$ cat src/rtl/uhpd_pkg.sv
// Purpose: Shared constants and types for the host port disable sequencer
// Assumes: 50 MHz controller clock
// Notes:   Command and state codes are local encodings
package uhpd_pkg;
    // Clock and timer base
    localparam int CLK_PERIOD_NS = 20;
    localparam int TICK_NS       = 1000;
    localparam int TICK_CYC      = TICK_NS / CLK_PERIOD_NS;
    // Least power-down wait; must be exceeded, hence one extra tick
    localparam int PD_WAIT_MS    = 4;
    localparam int PD_WAIT_TICKS = PD_WAIT_MS * 1000000 / TICK_NS + 1;
    localparam int TMR_W         = 16;

    // Bus map, byte addresses
    localparam int         ADDR_W    = 5;
    localparam int         DATA_W    = 32;
    localparam logic [4:0] REG_CTRL  = 5'h00;
    localparam logic [4:0] REG_XCVR  = 5'h04;
    localparam logic [4:0] REG_STAT  = 5'h08;
    localparam logic [4:0] REG_CLR   = 5'h0C;
    localparam logic [4:0] REG_IEN   = 5'h10;

    // Field positions
    localparam int CMD_W         = 3;
    localparam int CTRL_CMD_LSB  = 0;
    localparam int CTRL_BUSY_BIT = 8;
    localparam int CTRL_DISC_BIT = 9;
    localparam int XCVR_OPM_LSB  = 0;
    localparam int XCVR_XSEL_LSB = 2;
    localparam int XCVR_TERM_BIT = 4;
    localparam int XCVR_SPD_LSB  = 5;
    localparam int XCVR_LINE_LSB = 8;
    localparam int STAT_W        = 2;
    localparam int STAT_DONE_BIT = 0;
    localparam int STAT_RST_BIT  = 1;

    // Host transition commands
    localparam logic [2:0] CMD_GO_WAIT_CONNECT = 3'h1;
    localparam logic [2:0] CMD_GO_DISABLED     = 3'h2;
    localparam logic [2:0] CMD_GO_RESET        = 3'h3;
    localparam logic [2:0] CMD_GO_OPERATIONAL  = 3'h4;

    // Host state monitor codes
    localparam logic [2:0] HST_IDLE         = 3'h0;
    localparam logic [2:0] HST_WAIT_CONNECT = 3'h1;
    localparam logic [2:0] HST_DISABLED     = 3'h2;
    localparam logic [2:0] HST_RESET        = 3'h3;
    localparam logic [2:0] HST_OPERATIONAL  = 3'h4;

    // Transceiver settings
    localparam logic [1:0] OPM_NORMAL = 2'h0;
    localparam logic [1:0] OPM_PWRDN  = 2'h2;
    localparam logic [1:0] SEL_HS     = 2'h0;
    localparam logic [1:0] SEL_FS     = 2'h1;
    localparam logic [1:0] SEL_LS     = 2'h2;
    localparam logic       TERM_HS    = 1'b0;
    localparam logic       TERM_FS    = 1'b1;

    typedef enum logic [3:0] {
        ST_IDLE    = 4'h1,
        ST_DIS_TXN = 4'h2,
        ST_DIS_PD  = 4'h4,
        ST_RST_TXN = 4'h8
    } uhpd_state_t;
endpackage

$ cat src/rtl/uhpd_tmr_if.sv
// Purpose: Carrier between sequencer and power-down timer
// Assumes: One clock domain
// Notes:   Start is a one-cycle pulse
interface uhpd_tmr_if;
    logic start;
    logic done;
    logic busy;
    modport ctl (output start, input done, input busy);
    modport tmr (input start, output done, output busy);
endinterface

$ cat src/rtl/uhpd_sync.sv
// Purpose: Two-flop synchroniser for pin levels
// Assumes: Inputs asynchronous to clk
// Notes:   First stage feeds only the second
module uhpd_sync #(
    parameter int W = 2
) (
    input  wire logic         clk,
    input  wire logic         srst,
    input  wire logic [W-1:0] d,
    output logic      [W-1:0] q
);
    generate
        if (W < 1) begin : gBad
            $error("uhpd_sync: W must be at least 1");
        end
        for (genvar i = 0; i < W; i++) begin : gBit
            logic meta_r;
            logic sync_r;
            always_ff @(posedge clk) begin
                if (srst) begin
                    meta_r <= 1'b0;
                    sync_r <= 1'b0;
                end else begin
                    meta_r <= d[i];
                    sync_r <= meta_r;
                end
            end
            assign q[i] = sync_r;
        end
    endgenerate
endmodule

$ cat src/rtl/uhpd_timer.sv
// Purpose: Post power-down wait timer on a 1 us enable
// Assumes: Start pulses only while idle
// Notes:   Done fires WAIT_TICKS * TICK_CYC cycles after start
module uhpd_timer
    import uhpd_pkg::*;
#(
    parameter int unsigned WAIT_TICKS = PD_WAIT_TICKS
) (
    input  wire logic clk,
    input  wire logic srst,
    uhpd_tmr_if.tmr   tmr
);
    localparam int DIV_W = $clog2(TICK_CYC);

    logic [DIV_W-1:0] divCnt_r;
    logic [TMR_W-1:0] tickCnt_r;
    logic             run_r;
    wire              tick = run_r && (divCnt_r == DIV_W'(TICK_CYC - 1));
    wire              last = tickCnt_r == TMR_W'(WAIT_TICKS - 1);

    generate
        if (WAIT_TICKS < 1 || WAIT_TICKS >= (1 << TMR_W)) begin : gBad
            $error("uhpd_timer: WAIT_TICKS out of range");
        end
    endgenerate

    // Divider restarts on start so the wait never comes up short
    always_ff @(posedge clk) begin
        if (srst || tmr.start || tick) begin
            divCnt_r <= '0;
        end else if (run_r) begin
            divCnt_r <= divCnt_r + 1'b1;
        end
    end

    always_ff @(posedge clk) begin
        if (srst) begin
            run_r     <= 1'b0;
            tickCnt_r <= '0;
        end else if (tmr.start) begin
            run_r     <= 1'b1;
            tickCnt_r <= '0;
        end else if (tick) begin
            run_r     <= !last;
            tickCnt_r <= tickCnt_r + 1'b1;
        end
    end

    assign tmr.done = tick && last;
    assign tmr.busy = run_r;
endmodule

$ cat src/rtl/uhpd_top.sv
// Purpose: Host port sequencer for disable and reset transitions
// Assumes: Avalon-MM slave, one-cycle wait; same-clock transaction status
// Notes:   Full/low speed disable only; chirp handling lives elsewhere
//
// Local design decisions: the address map and the Avalon-MM register port.
module uhpd_top
    import uhpd_pkg::*;
#(
    parameter int unsigned WAIT_TICKS = PD_WAIT_TICKS
) (
    input  wire logic              clk,
    input  wire logic              srst,
    input  wire logic [ADDR_W-1:0] avs_address,
    input  wire logic              avs_read,
    input  wire logic              avs_write,
    input  wire logic [DATA_W-1:0] avs_writedata,
    output logic      [DATA_W-1:0] avs_readdata,
    output logic                   avs_waitrequest,
    input  wire logic              txnBusy,
    input  wire logic              connectDetected,
    input  wire logic              erraticChirp,
    input  wire logic              portError,
    input  wire logic [1:0]        busLineLevel,
    output logic      [1:0]        transceiverOperationMode,
    output logic      [1:0]        transceiverSpeedSelect,
    output logic                   terminationSelect,
    output logic      [1:0]        portSpeedSetting,
    output logic                   disconnectDetectEn,
    output logic      [2:0]        hostStateMonitor,
    output logic                   resetStart,
    output logic                   irq
);
    import uhpd_pkg::*;

    uhpd_state_t       state_r;
    uhpd_state_t       state_nxt;
    logic              busAck_r;
    logic [DATA_W-1:0] readData_r;
    logic [2:0]        host_state_monitor_r;
    logic              discEn_r;
    logic [1:0]        transceiver_operation_mode_r;
    logic [1:0]        speedSel_r;
    logic              termSel_r;
    logic [1:0]        port_speed_setting_r;
    logic [STAT_W-1:0] stat_r;
    logic [STAT_W-1:0] ien_r;
    logic [STAT_W-1:0] statSet;
    logic              irq_r;
    logic              resetStart_r;
    logic [1:0]        lineSync;
    logic [DATA_W-1:0] ctrlView;
    logic [DATA_W-1:0] xcvrView;

    uhpd_tmr_if tmrBus ();

    uhpd_timer #(
        .WAIT_TICKS (WAIT_TICKS)
    ) uTimer (
        .clk  (clk),
        .srst (srst),
        .tmr  (tmrBus.tmr)
    );

    // Line level is a transceiver pin, so it is synchronised first
    uhpd_sync #(
        .W (2)
    ) uLineSync (
        .clk  (clk),
        .srst (srst),
        .d    (busLineLevel),
        .q    (lineSync)
    );

    // Bus slave: every access waits exactly one cycle
    wire busReq = avs_read | avs_write;
    wire wrTake = avs_write & busAck_r;
    wire rdLoad = avs_read & ~busAck_r;
    assign avs_waitrequest = busReq & ~busAck_r;

    wire selCtrl = avs_address == REG_CTRL;
    wire selXcvr = avs_address == REG_XCVR;
    wire selStat = avs_address == REG_STAT;
    wire selClr  = avs_address == REG_CLR;
    wire selIen  = avs_address == REG_IEN;

    wire wrCtrl = wrTake & selCtrl;
    wire wrXcvr = wrTake & selXcvr;
    wire wrClr  = wrTake & selClr;
    wire wrIen  = wrTake & selIen;

    wire [CMD_W-1:0] cmdVal = avs_writedata[CTRL_CMD_LSB +: CMD_W];
    wire             isIdle = state_r == ST_IDLE;

    // Commands are only taken while no sequence runs
    wire cmdDis = wrCtrl && isIdle && cmdVal == CMD_GO_DISABLED;
    wire cmdRst = wrCtrl && isIdle && cmdVal == CMD_GO_RESET;
    wire cmdOp  = wrCtrl && isIdle && cmdVal == CMD_GO_OPERATIONAL;
    wire cmdWc  = wrCtrl && isIdle && cmdVal == CMD_GO_WAIT_CONNECT;

    wire evtConn = connectDetected && host_state_monitor_r == HST_WAIT_CONNECT;
    wire evtChrp = erraticChirp && host_state_monitor_r == HST_RESET;
    wire evtPerr = portError && host_state_monitor_r == HST_OPERATIONAL;
    wire evtDis  = isIdle && !wrCtrl && (evtConn || evtChrp || evtPerr);

    wire startDis = cmdDis || evtDis;
    wire inOper   = host_state_monitor_r == HST_OPERATIONAL;
    wire rstDefer = cmdRst && inOper;
    wire rstNow   = cmdRst && !inOper;
    wire rstLate  = state_r == ST_RST_TXN && !txnBusy;
    wire rstEnter = rstNow || rstLate;
    wire pdGo     = state_r == ST_DIS_TXN && !txnBusy;
    wire pdDone   = state_r == ST_DIS_PD && tmrBus.done;

    assign tmrBus.start = pdGo;

    always_comb begin
        state_nxt = state_r;
        unique case (state_r)
            ST_IDLE: begin
                if (startDis) begin
                    state_nxt = ST_DIS_TXN;
                end else if (rstDefer) begin
                    state_nxt = ST_RST_TXN;
                end
            end
            ST_DIS_TXN: begin
                if (pdGo) begin
                    state_nxt = ST_DIS_PD;
                end
            end
            ST_DIS_PD: begin
                if (pdDone) begin
                    state_nxt = ST_IDLE;
                end
            end
            ST_RST_TXN: begin
                if (rstLate) begin
                    state_nxt = ST_IDLE;
                end
            end
        endcase
    end

    always_ff @(posedge clk) begin
        if (srst) begin
            state_r <= ST_IDLE;
        end else begin
            state_r <= state_nxt;
        end
    end

    always_ff @(posedge clk) begin
        if (srst) begin
            host_state_monitor_r <= HST_IDLE;
        end else if (startDis) begin
            host_state_monitor_r <= HST_DISABLED;
        end else if (rstEnter) begin
            host_state_monitor_r <= HST_RESET;
        end else if (cmdOp) begin
            host_state_monitor_r <= HST_OPERATIONAL;
        end else if (cmdWc) begin
            host_state_monitor_r <= HST_WAIT_CONNECT;
        end
    end

    // Detection drops at disable start, at least one cycle ahead of power-down; go-wait-connect drops it with the mode change
    always_ff @(posedge clk) begin
        if (srst) begin
            discEn_r <= 1'b0;
        end else if (startDis || cmdWc) begin
            discEn_r <= 1'b0;
        end else if (pdDone || cmdOp) begin
            discEn_r <= 1'b1;
        end
    end

    always_ff @(posedge clk) begin
        if (srst) begin
            transceiver_operation_mode_r <= OPM_PWRDN;
        end else if (pdGo || cmdWc) begin
            transceiver_operation_mode_r <= OPM_PWRDN;
        end else if (rstEnter || cmdOp) begin
            transceiver_operation_mode_r <= OPM_NORMAL;
        end
    end

    // Speed settings move only on firmware writes or reset entry
    always_ff @(posedge clk) begin
        if (srst) begin
            speedSel_r  <= SEL_FS;
            termSel_r   <= TERM_FS;
            port_speed_setting_r <= SEL_FS;
        end else if (rstEnter) begin
            speedSel_r <= SEL_HS;
            termSel_r  <= TERM_HS;
        end else if (wrXcvr && isIdle) begin
            speedSel_r  <= avs_writedata[XCVR_XSEL_LSB +: 2];
            termSel_r   <= avs_writedata[XCVR_TERM_BIT];
            port_speed_setting_r <= avs_writedata[XCVR_SPD_LSB +: 2];
        end
    end

    // Sticky events; a set in the clear cycle survives
    always_comb begin
        statSet                = '0;
        statSet[STAT_DONE_BIT] = pdDone;
        statSet[STAT_RST_BIT]  = rstEnter;
    end

    always_ff @(posedge clk) begin
        if (srst) begin
            stat_r <= '0;
            ien_r  <= '0;
        end else begin
            stat_r <= (stat_r & ~(wrClr ? avs_writedata[STAT_W-1:0] : '0)) | statSet;
            if (wrIen) begin
                ien_r <= avs_writedata[STAT_W-1:0];
            end
        end
    end

    always_ff @(posedge clk) begin
        if (srst) begin
            irq_r        <= 1'b0;
            resetStart_r <= 1'b0;
            busAck_r     <= 1'b0;
        end else begin
            irq_r        <= |(stat_r & ien_r);
            resetStart_r <= rstEnter;
            busAck_r     <= busReq & ~busAck_r;
        end
    end

    // Read views
    always_comb begin
        ctrlView                             = '0;
        ctrlView[CTRL_CMD_LSB +: CMD_W]      = host_state_monitor_r;
        ctrlView[CTRL_BUSY_BIT]              = !isIdle;
        ctrlView[CTRL_DISC_BIT]              = discEn_r;
        xcvrView                             = '0;
        xcvrView[XCVR_OPM_LSB +: 2]          = transceiver_operation_mode_r;
        xcvrView[XCVR_XSEL_LSB +: 2]         = speedSel_r;
        xcvrView[XCVR_TERM_BIT]              = termSel_r;
        xcvrView[XCVR_SPD_LSB +: 2]          = port_speed_setting_r;
        xcvrView[XCVR_LINE_LSB +: 2]         = lineSync;
    end

    wire [DATA_W-1:0] rdMux = selCtrl ? ctrlView :
                              selXcvr ? xcvrView :
                              selStat ? {{(DATA_W-STAT_W){1'b0}}, stat_r} :
                              selIen  ? {{(DATA_W-STAT_W){1'b0}}, ien_r} :
                              '0;

    always_ff @(posedge clk) begin
        if (srst) begin
            readData_r <= '0;
        end else if (rdLoad) begin
            readData_r <= rdMux;
        end
    end

    assign avs_readdata             = readData_r;
    assign transceiverOperationMode = transceiver_operation_mode_r;
    assign transceiverSpeedSelect   = speedSel_r;
    assign terminationSelect        = termSel_r;
    assign portSpeedSetting         = port_speed_setting_r;
    assign disconnectDetectEn       = discEn_r;
    assign hostStateMonitor         = host_state_monitor_r;
    assign resetStart               = resetStart_r;
    assign irq                      = irq_r;

    // Checks
    int unsigned pdCyc;
    always_ff @(posedge clk) begin
        if (srst || pdGo) begin
            pdCyc <= 0;
        end else if (state_r == ST_DIS_PD) begin
            pdCyc <= pdCyc + 1;
        end
    end
endmodule

$ cat config.mk
export PLATFORM = sky130hd
export DESIGN_NAME = uhpd_top
export DESIGN_NICKNAME = d
export VERILOG_FILES = /design/src/rtl/uhpd_pkg.sv /design/src/rtl/uhpd_tmr_if.sv /design/src/rtl/uhpd_sync.sv /design/src/rtl/uhpd_timer.sv /design/src/rtl/uhpd_top.sv
export SDC_FILE = /design/constraint.sdc
export NUM_CORES = 1
export LEC_CHECK = 0
export BUFFER_PORTS_ARGS = -buffer_cell sky130_fd_sc_hd__buf_2
export CAP_MARGIN = 15
export CORE_ASPECT_RATIO = 0.8
export CORE_MARGIN = 10
export CORE_UTILIZATION = 54
export CTS_CLUSTER_DIAMETER = 80
export DETAILED_ROUTE_END_ITERATION = 7
export GPL_TIMING_DRIVEN = 0
export PLACE_DENSITY = 0.84
export SETUP_SLACK_MARGIN = 0.02
export SYNTH_ARGS = -nofsm -noshare
export SYNTH_HDL_FRONTEND = slang
export SYNTH_SLANG_ARGS = --single-unit
$ cat constraint.sdc
create_clock -name clk -period 3.5 [get_ports clk]
set_input_delay 0.7 -clock clk [delete_from_list [all_inputs] [get_ports clk]]
set_output_delay 0.7 -clock clk [all_outputs]
set_load 0.01 [all_outputs]
### After elaboration in Yosys (flattened, before gate mapping)

Index checks and enable logic that the tools add are counted.

* bits in registers: 80
* input port bits: 47
* output and inout bits: 46
* logic and storage cells: 129

* $add $sub $neg: 2
* eq/ne operators: 21
* multiplexer cells: 21
* bitwise gates (word level): 14
* reduce and logical (&&, ||, !) cells: 48

Operators by type and width (number)
* 10-bit two-way mux: 2
* 4-bit two-way mux: 5
* 1-bit logical AND: 18
* 16-bit by 1-bit adder with 16-bit output, second input constant: 1
* 16-bit by 12-bit equality test with 1-bit output, second input constant: 1
* 4-bit case mux with 4 select lines: 1
* 2-bit OR reduction: 6
* 5-bit by 4-bit equality test with 1-bit output, second input constant: 2
* 1-bit logical OR: 10
* 2-bit two-way mux: 5
* 3-bit by 2-bit equality test with 1-bit output, second input constant: 3
* 1-bit AND: 7
* 6-bit by 1-bit adder with 6-bit output, second input constant: 1
* 3-bit by 1-bit equality test with 1-bit output, second input constant: 2
* 3-bit equality test, second input constant: 2
* 6-bit equality test, second input constant: 1
* 1-bit two-way mux: 6
* 3-bit two-way mux: 2
* 2-bit != test, second input constant: 3
* 2-bit nonzero test: 3
* 5-bit by 3-bit equality test with 1-bit output, second input constant: 1
* 5-bit equality test, second input constant: 1
* 1-bit zero test: 5
* 5-bit zero test: 1
* 15 further kinds: 17

### Longest topological paths before layout

* word-level depth: 8
* mapped depth: 8
* mapped depth without buffers: 7

### By module

A second synthesis with hierarchy kept.

* cell total of the unflattened synthesis: 357
* area total of the unflattened synthesis: 3039.2 sq um

By module, submodules not included
* uhpd_top: times used 1, cells an instance 214, area an instance 1761.7 sq um, sequential area each 600.6 sq um
* uhpd_timer: times used 1, cells an instance 133, area an instance 1157.4 sq um, sequential area each 460.4 sq um
* uhpd_sync: times used 1, cells an instance 10, area an instance 120.1 sq um, sequential area each 80.1 sq um

### Worst setup path after synthesis

OpenSTA, ideal clock, no wires.

* kind: in2reg
* from: in avs_writedata[0]
* to: reg transceiver_operation_mode_r[1] (netlist: transceiverOperationMode[1])
* library setup time: 0.122 ns
* data arrival time: 1.880 ns
* required time: 3.378 ns
* setup slack: 1.498 ns
* cell stages on the path: 5
* path buffers: 1
* path through: buf_2 -> nor2b_1 -> nand4_1 -> o32a_2 -> a311o_1

* word-level cells in the longest chain between the ends: 5
* elaborated cells on any way between the ends: 11
* those cells by class: 3 x eq/ne; 8 x reduce/logical

Ends and longest elaborated chain
* start: declaration: RTL line uhpd_top.sv:16 `input wire logic [DATA_W-1:0] avs_writedata,`
* 3-bit by 2-bit equality test with 1-bit output: RTL line uhpd_top.sv:96 `wire cmdRst = wrCtrl && isIdle && cmdVal == CMD_GO_RESET;`
* 1-bit logical AND: RTL line uhpd_top.sv:96
* 1-bit logical AND: RTL line uhpd_top.sv:108 `wire rstNow = cmdRst && !inOper;`
* 1-bit logical OR: RTL line uhpd_top.sv:110 `wire rstEnter = rstNow || rstLate;`
* 1-bit logical OR: RTL line uhpd_top.sv:182 `end else if (rstEnter || cmdOp) begin`
* end signal: assignment: RTL line uhpd_top.sv:179 `transceiver_operation_mode_r <= OPM_PWRDN;`
* end signal: assignment: RTL line uhpd_top.sv:181 `transceiver_operation_mode_r <= OPM_PWRDN;`
* end signal: assignment: RTL line uhpd_top.sv:183 `transceiver_operation_mode_r <= OPM_NORMAL;`
* end: declaration: RTL line uhpd_top.sv:41 `logic [1:0] transceiver_operation_mode_r;`

Parallel ways exist; a longest one is shown, timed or not.
A chain may end at the register's enable or synchronous reset.

### Worst setup path in the final report

* from: in avs_address[2]
* to: reg discEn_r (netlist: disconnectDetectEn)

* word-level cells in the longest chain between the ends: 8
* elaborated cells on any way between the ends: 13
* those cells by class: 1 x bitwise; 12 x reduce/logical

Ends and longest elaborated chain
* start: declaration: RTL line uhpd_top.sv:13 `input wire logic [ADDR_W-1:0] avs_address,`
* 5-bit zero test (*): RTL line uhpd_top.sv:80 `wire selCtrl = avs_address == REG_CTRL;`
* 1-bit AND (*): RTL line uhpd_top.sv:86 `wire wrCtrl = wrTake & selCtrl;`
* 1-bit zero test: RTL line uhpd_top.sv:103 `wire evtDis = isIdle && !wrCtrl && (evtConn || evtChrp || evtPerr);`
* 1-bit logical AND (2 in a row): RTL line uhpd_top.sv:103
* 1-bit logical OR: RTL line uhpd_top.sv:105 `wire startDis = cmdDis || evtDis;`
* 1-bit logical OR: RTL line uhpd_top.sv:170 `end else if (startDis || cmdWc) begin`
* 2-bit OR reduction (no source line)
* end signal: assignment: RTL line uhpd_top.sv:169 `discEn_r <= 1'b0;`
* end signal: assignment: RTL line uhpd_top.sv:171 `discEn_r <= 1'b0;`
* end signal: assignment: RTL line uhpd_top.sv:173 `discEn_r <= 1'b1;`
* end: declaration: RTL line uhpd_top.sv:40 `logic discEn_r;`

Mark *: on every way between the ends. The rest lies on a longest branch, timed or not.

==> results by stage <==
Route:
- The DRC violations left is 0.
- In the final routed layout, each cell accounts on average for 14.30 um.
- The routed layout has between 2000 and 3000 vias.
- The DRC marker count from the first detailed-route iteration is a little under 300.
- The average via count per standard cell is 5.416.
- The number of detailed-routing iterations run before antenna repair is 8.
- The routed wire length is approximately 7 mm.
- The number of antenna-violating nets in the routed design is 0.

GRT:
- The maximum number of pins on one net before global-route repair is 11.
- Across every metal layer, demand over resource in global routing totals between 10% and 20%.
- The initial antenna violation count came to 0.
- Summed over all layers, the global routing overflow is 0.
- The via count of the first global-routing pass is around 2500.
- The first-pass GRT wire length is roughly 11 mm.

STA:
- Setup violations remaining at the end of the flow were counted as 0.
- Adding up every negative setup slack in the final design gives 0 ns.
- Derived from the worst setup path, the maximum achievable clock frequency is about 500 MHz.
- The pin slew with the least headroom to its limit is between 0.7 and 0.8 ns.
- The headroom to the max-slew limit is between 50 and 60%.
- The worst hold-check slack is roughly 0.44 ns.
- Of the available clock period, the critical path in the final layout requires 57.84%.
- The routed design could run at a clock period as short as approximately 2 ns.
- The clock skew is roughly 0.0088 ns.
- The number of slew-limit violations in the final report is 0.
- Setup repair after global routing left no endpoint under its margin.
- The worst path setup slack after routing is 1.476 ns.
- The number of hold-slack violations in the final timing report is 0.

Hold path:
- For hold timing, the worst endpoint is uLineSync.gBit[1].sync_r.
- In this run the most critical hold path is launched from uLineSync.gBit[1].meta_r.
- Along the worst hold path, the cell count comes to 1.
- The type of the worst min-delay path is flip-flop to flip-flop.

Floorplan:
- The number of placement rows is 23.
- The initial utilization of the core area, before any placement, comes to approximately 56%.
- 93 I/O pins were placed.
- The placeable core area is approximately 0.0051 sq mm.
- The die is between 100 and 150 um wide.
- The die covers between 0.008 and 0.009 sq mm.
- The y dimension of the die is between 80 and 90 um.

Logic synthesis:
- The cell area after synthesis is roughly 0.0028 sq mm.
- Counting flops and latches in the post-synthesis netlist gives between 50 and 60.
- Among all cell types in the netlist, the one instantiated most often is dfxtp_1.
- The number of enable-type register cells in the synthesized netlist is 0.
- The netlist uses 53 different library cells.
- Ranked by total cell area, the synthesized netlist is headed by dfxtp_1, buf_4, nor2_1.
- The primary flip-flop cell chosen by synthesis mapping is dfxtp_1.
- The mean instance size in the synthesized netlist is between 8 and 9 sq um.
- The share of the Yosys chip area taken by registers is between 40% and 50%.
- Sorting the synthesized cells by how often they occur yields dfxtp_1, nor2_1, buf_4, a21oi_1, nand2_1.
- Of all flip-flops after synthesis, the portion carrying an async set or reset was 0%.
- The gate count after technology mapping is 334.
- The leading area contributor after synthesis is dfxtp_1.
- The total number of yosys warnings is 0.
- After synthesis, the largest area contributor takes up ~40% of total cell area.

Worst setup path:
- The largest fanout of any net on the critical path is 6.
- The startpoint identified for the worst register-to-register timing path is state_r[0].
- STA classifies the critical path startpoint as a primary input.
- STA classifies the critical path endpoint as a flip-flop.
- The end of the worst register-to-register path is transceiverOperationMode[1].
- Data arrives at the worst endpoint at approximately 2.3 ns.
- For flop-to-flop paths, the worst setup slack is 1.56 ns.
- The critical path is of the primary input to flip-flop type.
- At the worst endpoint, the required time is between 3 and 4 ns.
- The worst register-to-register path has a depth of 5.

Run status:
- The run finished with clean final reports.

Power:
- Net switching is approximately a quarter of the power.
- For this design the ratio of total power to cell area is roughly 430 mW/mm^2.
- The design draws around 1.5 mW.
- The analysis attributes to cell leakage a power of roughly 1.5 nW.
- The worst vdd rail ir drop is approximately 0.00028 V.
- The net switching component of the power is 0.3607 mW.
- Per report_power, the combinational group accounts for 12.3% of the total.
- Per report_power, the clock group accounts for about two fifths of the total.
- The internal power consumption is 1.102 mW.
- The share of total power dissipated in sequential elements is 46.2%.

Clocking:
- The clock reaches the later pin of the worst-skew pair after 0.34 ns.
- The number of hold buffers added after CTS was 0.
- The number of setup buffers added after CTS is 0.
- The clock passes through at most 2 buffers.
- Clock tree synthesis found a total of 57 sinks.
- Buffers inserted during clock tree synthesis total 9.
- The total of cells resized after clock tree synthesis is 0.
- The library cell used as clock root buffer is clkbuf_8.
- The CTS tree is built.
- After clock tree synthesis, the clock-pin slew on the worst setup and hold paths is about 0.070 ns.
- The H-tree was split into 3 levels.

Cells and area:
- The final layout contains ~460 nets.
- The share of final-layout standard cells stronger than drive strength 1 is between 20% and 30%.
- Fill cells in the final layout number ~430.
- Summing all multi-input logic gate instances after layout gives ~0.0015 sq mm.
- The synthesis-to-finish area growth is 20.01%.
- Across the whole layout, storage elements account for 0.001141 sq mm.
- Once layout is complete, the utilization of the core stands at 67.42%.
- The number of diodes added for antenna fixing is 0.

Run:
- The number of maximum-capacitance violations is 0.

Placed design:
- Routability-driven placement finished with a final weighted congestion of between 0.8 and 0.9.
- After legalization and detailed placement, the total HPWL measured 5.025 mm.
- The number of port buffers is between 40 and 50.
- The setup slack at placement is between 1 and 1.5 ns.
[metrics by stage]
step           cell area [sq um]  std cells
3_5_place_dp                3219        461
2_1_floorplan               2932        357
3_3_place_gp                3219        461
6_report                    3415        476
4_1_cts                     3415        476
5_1_grt                     3415        476
[routing by layer]
layer | wire (um) | vias to the layer above | track usage (%) | part of all wire, %
li1 | - | 1273 | - | -
met2 | 2973 | 122 | 24.25 | 44
met5 | 0 | - | 0 | 0
met3 | 703 | 16 | 6.483 | 10
met4 | 151 | 0 | 6.827 | 2.2
met1 | 2980 | 1167 | 19.49 | 44
[logic make-up (layout without fill, tap and decap cells)]
group           Yosys count  count (layout)  synth area share (%)
other cells               1              24                0.1318
simple gates            147             147                 28.59
buf+inv                  50             107                 10.47
compound gates           50              50                 11.04
flops                    57              57                 40.11
xor+xnor                 20              20                 6.157
fa+ha+maj                 4               4                 1.759
mux                       5               5                 1.759
[final cells by class]
cell class	instances	share of cell area, %
Inverter	11	1.209
Clock buffer	12	4.544
Buffer	39	7.512
Clock inverter	3	1.173
Tap cell	62	2.272
Multi-Input combinational cell	250	43.72
Timing Repair Buffer	42	6.156
Sequential cell	57	33.42
[cells in the final DEF, fill, tap and decap left out, drive strengths merged, types with 3 or more instances in the layout]
master   n
ha       4
nand2   19
inv     11
nand2b   3
buf     78
nor2    43
nand4   10
nor2b    8
o21ai   12
and4bb   3
and2     4
dfxtp   57
a21oi   19
and3     5
or3      6
conb    24
nor4b    4
xor2     8
xnor2   12
nand3   10
nand3b   4
nor3    18
a221oi   3
mux2i    5
clkbuf  15
[flip-flops by register name, indices dropped and copies added (netlist names)]
name / cells
state_r: 4
uTimer.divCnt_r: 6
stat_r: 2
terminationSelect: 1
portSpeedSetting: 2
ien_r: 2
disconnectDetectEn: 1
transceiverOperationMode: 1
uLineSync.gBit.sync_r: 2
busAck_r: 1
uTimer.tmr.busy: 1
resetStart: 1
hostStateMonitor: 3
irq: 1
uLineSync.gBit.meta_r: 2
transceiverSpeedSelect: 2
uTimer.tickCnt_r: 16
avs_readdata: 9
[worst max-delay path, cell delays in order]
cell      delay (ns)
buf_2           0.14
and4bb_2        0.34
nand2_1         0.08
o21a_1          0.13
o21ai_0         0.59
and4bb_2        0.33
[power groups by stage]
stage / clock network [mW] / logic (mW) / registers [mW]
after floorplan: 0 / 0.120 / 0.692
after global placement: 0 / 0.169 / 0.690
after detailed placement: 0 / 0.174 / 0.690
after CTS: 0.622 / 0.175 / 0.676
after global routing: 0.653 / 0.198 / 0.678
final: 0.607 / 0.179 / 0.676
[worst max path at each step]
stage	startpoint	endpoint	slack [ns]	depth (start not counted)
finish	avs_address[2]	disconnectDetectEn	1.48	6
global route	state_r[3]	uTimer.tickCnt_r[13]	1.37	6
CTS	avs_address[2]	disconnectDetectEn	1.54	6
detailed placement	avs_address[2]	disconnectDetectEn	1.19	6
global placement	avs_address[2]	disconnectDetectEn	1.21	6
floorplan	avs_writedata[0]	transceiverOperationMode[1]	1.50	5
(Power assumes the default switching activity.)
